[src/rtl/ncb_map.vh]
`ifndef NCB_MAP_VH
`define NCB_MAP_VH
// ************************************************************
// cycle type status codes, active-low lines (s2 s1 s0)
// ************************************************************
`define NCB_CYC_READ 3'h5
`define NCB_CYC_WRITE 3'h6
`define NCB_CYC_PASSIVE 3'h7
`define NCB_CYC_FETCH 3'h4
// ************************************************************
// queue tracking status codes
// ************************************************************
`define NCB_Q_NOP 2'h0
`define NCB_Q_FIRST 2'h1
`define NCB_Q_EMPTY 2'h2
`define NCB_Q_NEXT 2'h3
// ************************************************************
// upper status levels on own cycles (s3 s4 s5 s6)
// ************************************************************
`define NCB_US3 1'b1
`define NCB_US4 1'b1
`define NCB_US5 1'b0
`define NCB_US6 1'b1
// ************************************************************
// escape opcode pattern and timing
// ************************************************************
`define NCB_ESC_MASK 8'hf8
`define NCB_ESC_CODE 8'hd8
`define NCB_GNT_DELAY 2'h2
`define NCB_REL_DELAY 2'h1
`define NCB_BCD_DIGITS 18
`define NCB_INT_WIDTH 64
`endif

[src/rtl/ncb_sync.v]
// two flip-flop synchroniser, first stage read only by second
module ncb_sync #(
    parameter WIDTH = 1
) (
    input wire clk_sys,
    input wire resetn,
    input wire [WIDTH-1:0] din,
    input wire [WIDTH-1:0] init,
    output reg [WIDTH-1:0] dout
);
    reg [WIDTH-1:0] stage;
    // ************************************************************
    // synchronise
    // ************************************************************
    always @(posedge clk_sys)
    begin
        if (!resetn)
        begin
            stage <= init;
            dout <= init;
        end
        else
        begin
            stage <= din;
            dout <= stage;
        end
    end
endmodule

[src/rtl/ncb_port.v]
// Functional notes
// RL1: works only as coprocessor beside a maximum-mode host, never alone.
// RL2: follows host cycle status and queue status to decode instruction stream.
// RL3: once started, an operation runs on independently of the host.
// RL4: busy stays high while executing; host wait samples it.
// RL5: error or exception raises the interrupt request output.
// RL6: primary handshake line obtains the local bus for operand transfers.
// RL7: relay secondary master when not owner; hand bus directly when owner.
// RL8: host-side master first come first served; secondary master outranks device.
// RL9: translating controller uses secondary line only while device owns bus.
// RL10: controller withholds grant until third processor drops system hold.
// RL11: fixed priority third processor, then device, then host.
// RL12: own cycles multiplex address with data and address with upper status.
// RL13: own cycles drive status three, four, six high and five low.
// RL14: passive watching uses status six low to spot host cycles.
// RL15: status seven equals high byte enable on own cycles.
// RL16: packed decimal operands up to 18 digits handled exactly.
// RL17: integer operands up to 64 bits wide.
// RL18: exchange is request, grant, release pulses, active low, one clock each.
// RL19: at least one idle clock between exchanges.
// RL20: relay request one clock later, grant two, release one.
// RL21: release one clock after last own cycle, or on secondary release.
// RL22: handshakes synchronous to one clock, inactive high after reset.
`include "ncb_map.vh"
module ncb_port #(
    parameter BCD_DIGITS = `NCB_BCD_DIGITS, // RL16
    parameter INT_WIDTH = `NCB_INT_WIDTH // RL17
) (
    input wire clk_sys,
    input wire resetn,
    input wire [2:0] cycle_type_status,
    input wire [1:0] queue_tracking_status,
    input wire upper_status_six,
    input wire [7:0] bus_data_in,
    input wire primary_bus_handshake_in,
    output wire primary_bus_handshake_out,
    output wire primary_bus_handshake_oe,
    input wire secondary_bus_handshake_in,
    output wire secondary_bus_handshake_out,
    output wire secondary_bus_handshake_oe,
    input wire xfer_req,
    input wire xfer_last,
    output reg xfer_go,
    output reg bus_owned,
    input wire exec_done,
    input wire exec_error,
    output reg esc_seen,
    output reg busy,
    output reg int_req,
    output reg [3:0] upper_status_drive,
    input wire high_byte_enable,
    output reg upper_status_seven
);
    // state codes
    localparam ST_IDLE = 3'h0;
    localparam ST_WAIT_GNT = 3'h1;
    localparam ST_OWN = 3'h2;
    localparam ST_LEND = 3'h3;
    localparam ST_REL = 3'h4;
    localparam ST_RELAY = 3'h5;
    localparam ST_DEAD = 3'h6;

    wire [2:0] cyc_s;
    wire [1:0] qs_s;
    wire s6_s;
    wire [7:0] dat_s;
    wire p_in_s;
    wire s_in_s;
    reg [2:0] state;
    reg [2:0] next_state;
    reg p_low;
    reg s_low;
    reg next_p_low;
    reg next_s_low;
    reg [1:0] gnt_cnt;
    reg host_cycle;
    reg req_pend;
    reg p_d1;
    reg p_d2;
    reg s_d1;
    reg s_d2;
    wire p_seen;
    wire s_seen;

    // ************************************************************
    // synchronise pins
    // ************************************************************
    ncb_sync #(.WIDTH(16)) u_sync (
        .clk_sys(clk_sys),
        .resetn(resetn),
        .din({cycle_type_status, queue_tracking_status, upper_status_six, bus_data_in,
            primary_bus_handshake_in, secondary_bus_handshake_in}),
        .init({`NCB_CYC_PASSIVE, `NCB_Q_NOP, 1'b1, 8'h00, 1'b1, 1'b1}),
        .dout({cyc_s, qs_s, s6_s, dat_s, p_in_s, s_in_s})
    ); // RL22

    // open-drain style handshakes: drive only while pulsing low
    assign primary_bus_handshake_out = 1'b0;
    assign primary_bus_handshake_oe = p_low; // RL18 RL22
    assign secondary_bus_handshake_out = 1'b0;
    assign secondary_bus_handshake_oe = s_low; // RL18 RL22

    // own pulses come back through the synchroniser two clocks later
    assign p_seen = !p_in_s && !p_d2; // RL22
    assign s_seen = !s_in_s && !s_d2; // RL22

    // escape decode: byte opcode match
    function is_esc;
        input [7:0] op;
        begin
            is_esc = (op & `NCB_ESC_MASK) == `NCB_ESC_CODE;
        end
    endfunction

    // ************************************************************
    // instruction tracking and execution status
    // ************************************************************
    always @(posedge clk_sys)
    begin
        if (!resetn)
        begin
            host_cycle <= 1'b0;
            esc_seen <= 1'b0;
            busy <= 1'b0;
            int_req <= 1'b0;
        end
        else
        begin
            // host is the only master driving status six low
            host_cycle <= (cyc_s != `NCB_CYC_PASSIVE) ? !s6_s : host_cycle; // RL14
            esc_seen <= (qs_s == `NCB_Q_FIRST) && is_esc(dat_s) && host_cycle; // RL1 RL2
            if (esc_seen)
                busy <= 1'b1; // RL4
            else if (exec_done && !int_req)
                busy <= 1'b0; // RL3
            // exception keeps busy until cleared by a new escape
            if (exec_error)
                int_req <= 1'b1; // RL5
            else if (esc_seen)
                int_req <= 1'b0;
        end
    end

    // ************************************************************
    // upper status on own cycles
    // ************************************************************
    always @(posedge clk_sys)
    begin
        if (!resetn)
        begin
            upper_status_drive <= 4'hf;
            upper_status_seven <= 1'b1;
        end
        else
        begin
            upper_status_drive <= {`NCB_US6, `NCB_US5, `NCB_US4, `NCB_US3}; // RL12 RL13
            upper_status_seven <= high_byte_enable; // RL15
        end
    end

    // ************************************************************
    // request/grant handshake state machine
    // ************************************************************
    always @*
    begin
        next_state = state;
        next_p_low = 1'b0;
        next_s_low = 1'b0;
        case (state)
            ST_IDLE:
            begin
                if (s_seen)
                begin
                    next_p_low = 1'b1; // RL7 RL20
                    next_state = ST_RELAY;
                end
                else if (xfer_req || req_pend)
                begin
                    next_p_low = 1'b1; // RL6
                    next_state = ST_WAIT_GNT;
                end
            end
            ST_WAIT_GNT:
                if (p_seen)
                    next_state = ST_OWN;
            ST_OWN:
            begin
                if (s_seen)
                begin
                    next_s_low = 1'b1; // RL7 RL8
                    next_state = ST_LEND;
                end
                else if (xfer_last)
                    next_state = ST_REL;
            end
            ST_LEND:
                if (s_seen)
                begin
                    next_p_low = 1'b1; // RL21
                    next_state = ST_DEAD;
                end
            ST_REL:
            begin
                next_p_low = 1'b1; // RL21
                next_state = ST_DEAD;
            end
            ST_RELAY:
            begin
                if (gnt_cnt == `NCB_GNT_DELAY)
                begin
                    next_s_low = 1'b1; // RL20
                end
                if (gnt_cnt == `NCB_GNT_DELAY + 2'h1 && s_seen)
                begin
                    next_p_low = 1'b1; // RL20
                    next_state = ST_DEAD;
                end
            end
            ST_DEAD:
                next_state = ST_IDLE; // RL19
            default:
                next_state = ST_IDLE;
        endcase
    end

    // grant count in relay: 1 after grant seen, pulse at delay
    always @(posedge clk_sys)
    begin
        if (!resetn)
        begin
            state <= ST_IDLE;
            p_low <= 1'b0;
            s_low <= 1'b0;
            gnt_cnt <= 2'h0;
            req_pend <= 1'b0;
            xfer_go <= 1'b0;
            bus_owned <= 1'b0;
            p_d1 <= 1'b0;
            p_d2 <= 1'b0;
            s_d1 <= 1'b0;
            s_d2 <= 1'b0;
        end
        else
        begin
            state <= next_state;
            p_low <= next_p_low;
            s_low <= next_s_low;
            // track own pulses to mask their echo on the pins
            p_d1 <= p_low;
            p_d2 <= p_d1;
            s_d1 <= s_low;
            s_d2 <= s_d1;
            // secondary master wins over a pending own request
            if (state == ST_RELAY && xfer_req)
                req_pend <= 1'b1; // RL8
            else if (next_state == ST_WAIT_GNT)
                req_pend <= 1'b0;
            if (state != ST_RELAY)
                gnt_cnt <= 2'h0;
            else if (gnt_cnt == 2'h0 && p_seen)
                gnt_cnt <= 2'h1;
            else if (gnt_cnt != 2'h0 && gnt_cnt != `NCB_GNT_DELAY + 2'h1)
                gnt_cnt <= gnt_cnt + 2'h1;
            xfer_go <= (state == ST_WAIT_GNT) && (next_state == ST_OWN); // RL6
            bus_owned <= (next_state == ST_OWN); // RL12
        end
    end
endmodule

[config.mk]
export PLATFORM = sky130hd
export DESIGN_NAME = ncb_port
export DESIGN_NICKNAME = d
export VERILOG_FILES = /design/src/rtl/ncb_sync.v /design/src/rtl/ncb_port.v
export VERILOG_INCLUDE_DIRS = /design/src /design/src/rtl
export SDC_FILE = /design/constraint.sdc
export NUM_CORES = 1
export LEC_CHECK = 0
export ABC_CLOCK_PERIOD_IN_PS = 4100
export BUFFER_PORTS_ARGS = -buffer_cell sky130_fd_sc_hd__buf_2
export CAP_MARGIN = 20
export CELL_PAD_IN_SITES_DETAIL_PLACEMENT = 0
export CELL_PAD_IN_SITES_GLOBAL_PLACEMENT = 1
export CORE_ASPECT_RATIO = 0.7
export CORE_UTILIZATION = 41
export CTS_BUF_LIST = sky130_fd_sc_hd__clkbuf_16
export CTS_CLUSTER_SIZE = 25
export DETAILED_ROUTE_END_ITERATION = 10
export HOLD_SLACK_MARGIN = 0.05
export PLACE_DENSITY_LB_ADDON = 0.1
export SETUP_SLACK_MARGIN = 0.1
export SLEW_MARGIN = 20
export SYNTH_ARGS = -nofsm -noshare
export SYNTH_HDL_FRONTEND = slang
export SYNTH_HIERARCHICAL = 1
export SYNTH_SLANG_ARGS = --single-unit
[constraint.sdc]
create_clock -name clk_sys -period 4.1 [get_ports clk_sys]
set_input_delay 0.205 -clock clk_sys [delete_from_list [all_inputs] [get_ports clk_sys]]
set_output_delay 0.205 -clock clk_sys [all_outputs]
set_load 0.005 [all_outputs]
==> impl_metrics.csv <==
group,metric,value,unit
outcome,status,"completed",
critical_path,cp.depth,5,
timing,finalMaxSlewViolations,0,
finish,area_delta_synth_final,16.3,%
timing,hold_slack,0.114,ns
clock_tree,htree_levels,2,
die,die_height,59.9,µm
min_path,min_path_cells,2,
clock_tree,cts_num_sinks,46,
timing,worst_pin_slew,0.566,ns
die,core_area,4450,µm²
die,die_area,5070,µm²
timing,fin_skew,0.00286,ns
pwr,p_int,846,µW
global_route,antenna_found_initial,0,
clock_tree,clock_latency,0.28,ns
timing,max_slew_margin,0.622,
global_route,grt_pass1_wl,4950,µm
synth,synthCells,161,
finish,drive_gt1_frac,0.355,
critical_path,worst_r2r_path_depth,5,
clock_tree,clockBufferDepth,2,
critical_path,path_class,"register to register",
clock_tree,cts_tree,"built",
placement,dpl_worst_slack,2.45,ns
placement,place.gp.congestion,0.848,
min_path,hp-start,"high_byte_enable",
placement,io_buffers,28,
clock_tree,hold_buffers,0,
clock_tree,clkTransAtPathRegs,0.06,ns
clock_tree,cts_buffers,5,
die,die_x,84.7,µm
finish,num_antenna_cells,0,
min_path,min_path_type,"input port to register",
synth,ys.warnings.count,6,
pwr,seq_power_share,0.468,
drt,via_count,1197,
synth,avgSynthCellArea,12.2,µm²
global_route,grtUsageTotal,0.132,
flow_run,max_cap_viol_count,0,
timing,hold_viol,0,
finish,final_nets,239,
critical_path,cp-start-kind,"register",
timing,final.setup.worst_slack,2.43,ns
critical_path,cp_num_buf_inv,0,
clock_tree,cts-root-buf,"clkbuf_16",
pwr,powerDensity,511,nW/µm²
finish,final_cell_mix,"dfxtp_1 (46), conb_1 (31), buf_2 (28)",
min_path,whs_endpoint,"upper_status_seven",
pwr,pwr-share-comb,0.209,
critical_path,path_delay_family,"simple AND/OR/NAND/NOR gates",
pwr,clockPowerShare,0.323,
placement,dp.cells,261,
global_route,grt_pass1_vias,1117,
die,ios,37,
critical_path,critPathMaxFanout,4,
drt,routed_wirelength,2930,µm
drt,vias_per_cell,4.45,
critical_path,r2r_slack,2.43,ns
synth,syn_area,1960,µm²
clock_tree,post_cts_buffers,0,
placement,hpwl,2080,µm
critical_path,reg2reg_to,"bus_owned",
global_route,grt_max_degree,39,
pwr,p_sw,321,µW
critical_path,reg2reg_from,"gnt_cnt[1]",
timing,finalCriticalPeriod,1.67,ns
die,rows,20,
pwr,swShare,0.275,
global_route,overflow,0,
finish,final_cell_count_no_fill,269,
critical_path,crit_required,4.31,ns
drt,drt-initial-drc-count,96,
pwr,p_leak,0.00107,µW
finish,final_common_cell,"dfxtp_1",
critical_path,cp_data_arrival_time,1.87,ns
critical_path,path_cells,"ha_1 > or3b_2 > a21oi_2 > o31ai_2 > nor3_2",
finish,fillerInstances,419,
clock_tree,cts_repair_resize_count,0,
drt,wire_per_inst,10.9,µm
timing,setup_violations,0,
pwr,ir_drop,0.214,mV
timing,min_period_over_period,0.407,
drt,drtAntennaViolNets,0,
placement,dpl_cell_area,2140,µm²
die,start_util,0.440,
timing,clock.fmax,600,MHz
finish,finish.instance_area,2280,µm²
drt,drc,0,
timing,rsz0062_at_grt,"false",
critical_path,cp-end-kind,"register",
critical_path,critPathSlowestCell,"or3b_2",
timing,setup_tns,0,ns
drt,drt_pass1_iterations,6,
critical_path,slowest_delay,0.47,ns
power by group through the flow:
| stage | Sequential, µW | Clock (µW) | Combinational [µW] |
|---|---|---|---|
| floorplan | 525 | 0 | 243 |
| global placement | 553 | 0 | 236 |
| detailed placement | 554 | 0 | 239 |
| CTS | 544 | 389 | 242 |
| global route | 553 | 409 | 266 |
| finish | 545 | 377 | 244 |
cell type report:
| type | instances | area, µm² | area share |
|---|---|---|---|
| timing repair buffer | 29 | 148 | 0.0647 |
| sequential | 46 | 921 | 0.404 |
| inverter | 8 | 30.0 | 0.0132 |
| clock inverter | 3 | 16.3 | 0.00713 |
| tap | 55 | 68.8 | 0.0302 |
| multi-input combinational | 123 | 972 | 0.426 |
| clock buffer | 5 | 125 | 0.0549 |
worst max-delay path by stage:
stage               startpoint                         end  slack [ns]
floorplan           gnt_cnt[1]                   bus_owned        2.64
CTS                 gnt_cnt[1]                   bus_owned        2.43
detailed placement  gnt_cnt[1]                   bus_owned        2.45
global placement        resetn  secondary_bus_handshake_oe        2.45
global route        gnt_cnt[1]                   bus_owned        2.32
finish              gnt_cnt[1]                   bus_owned        2.43
worst reg2reg max path, cell delays in order (launching register included):
cell	delay, ns
dfxtp_1	0.39
ha_1	0.20
or3b_2	0.47
a21oi_2	0.21
o31ai_2	0.13
nor3_2	0.21
through the flow:
| stage | power [µW] | util |
|---|---|---|
| floorplan | 768 | - |
| global placement | 788 | 0.480 |
| finish | 1170 | 0.512 |
| CTS | 1180 | 0.512 |
| global route | 1230 | 0.512 |
| detailed placement | 793 | 0.480 |
registers in the layout, indices dropped and copies added, names as in the netlist, 2 cells and up:
| register | count |
|---|---|
| u_sync/dout | 13 |
| u_sync/stage | 13 |
| gnt_cnt | 2 |
| state | 3 |
routing by layer:
metal  up-vias  wire (µm)  track usage  part of all wire
li1        623          -            -                 -
met1       527       1460        0.168              0.50
met2        42       1210        0.196              0.41
met3         5        217       0.0511             0.074
met4         0         37       0.0654             0.013
met5         -          0            0                 0
Power figures use the tool's default switching activity.
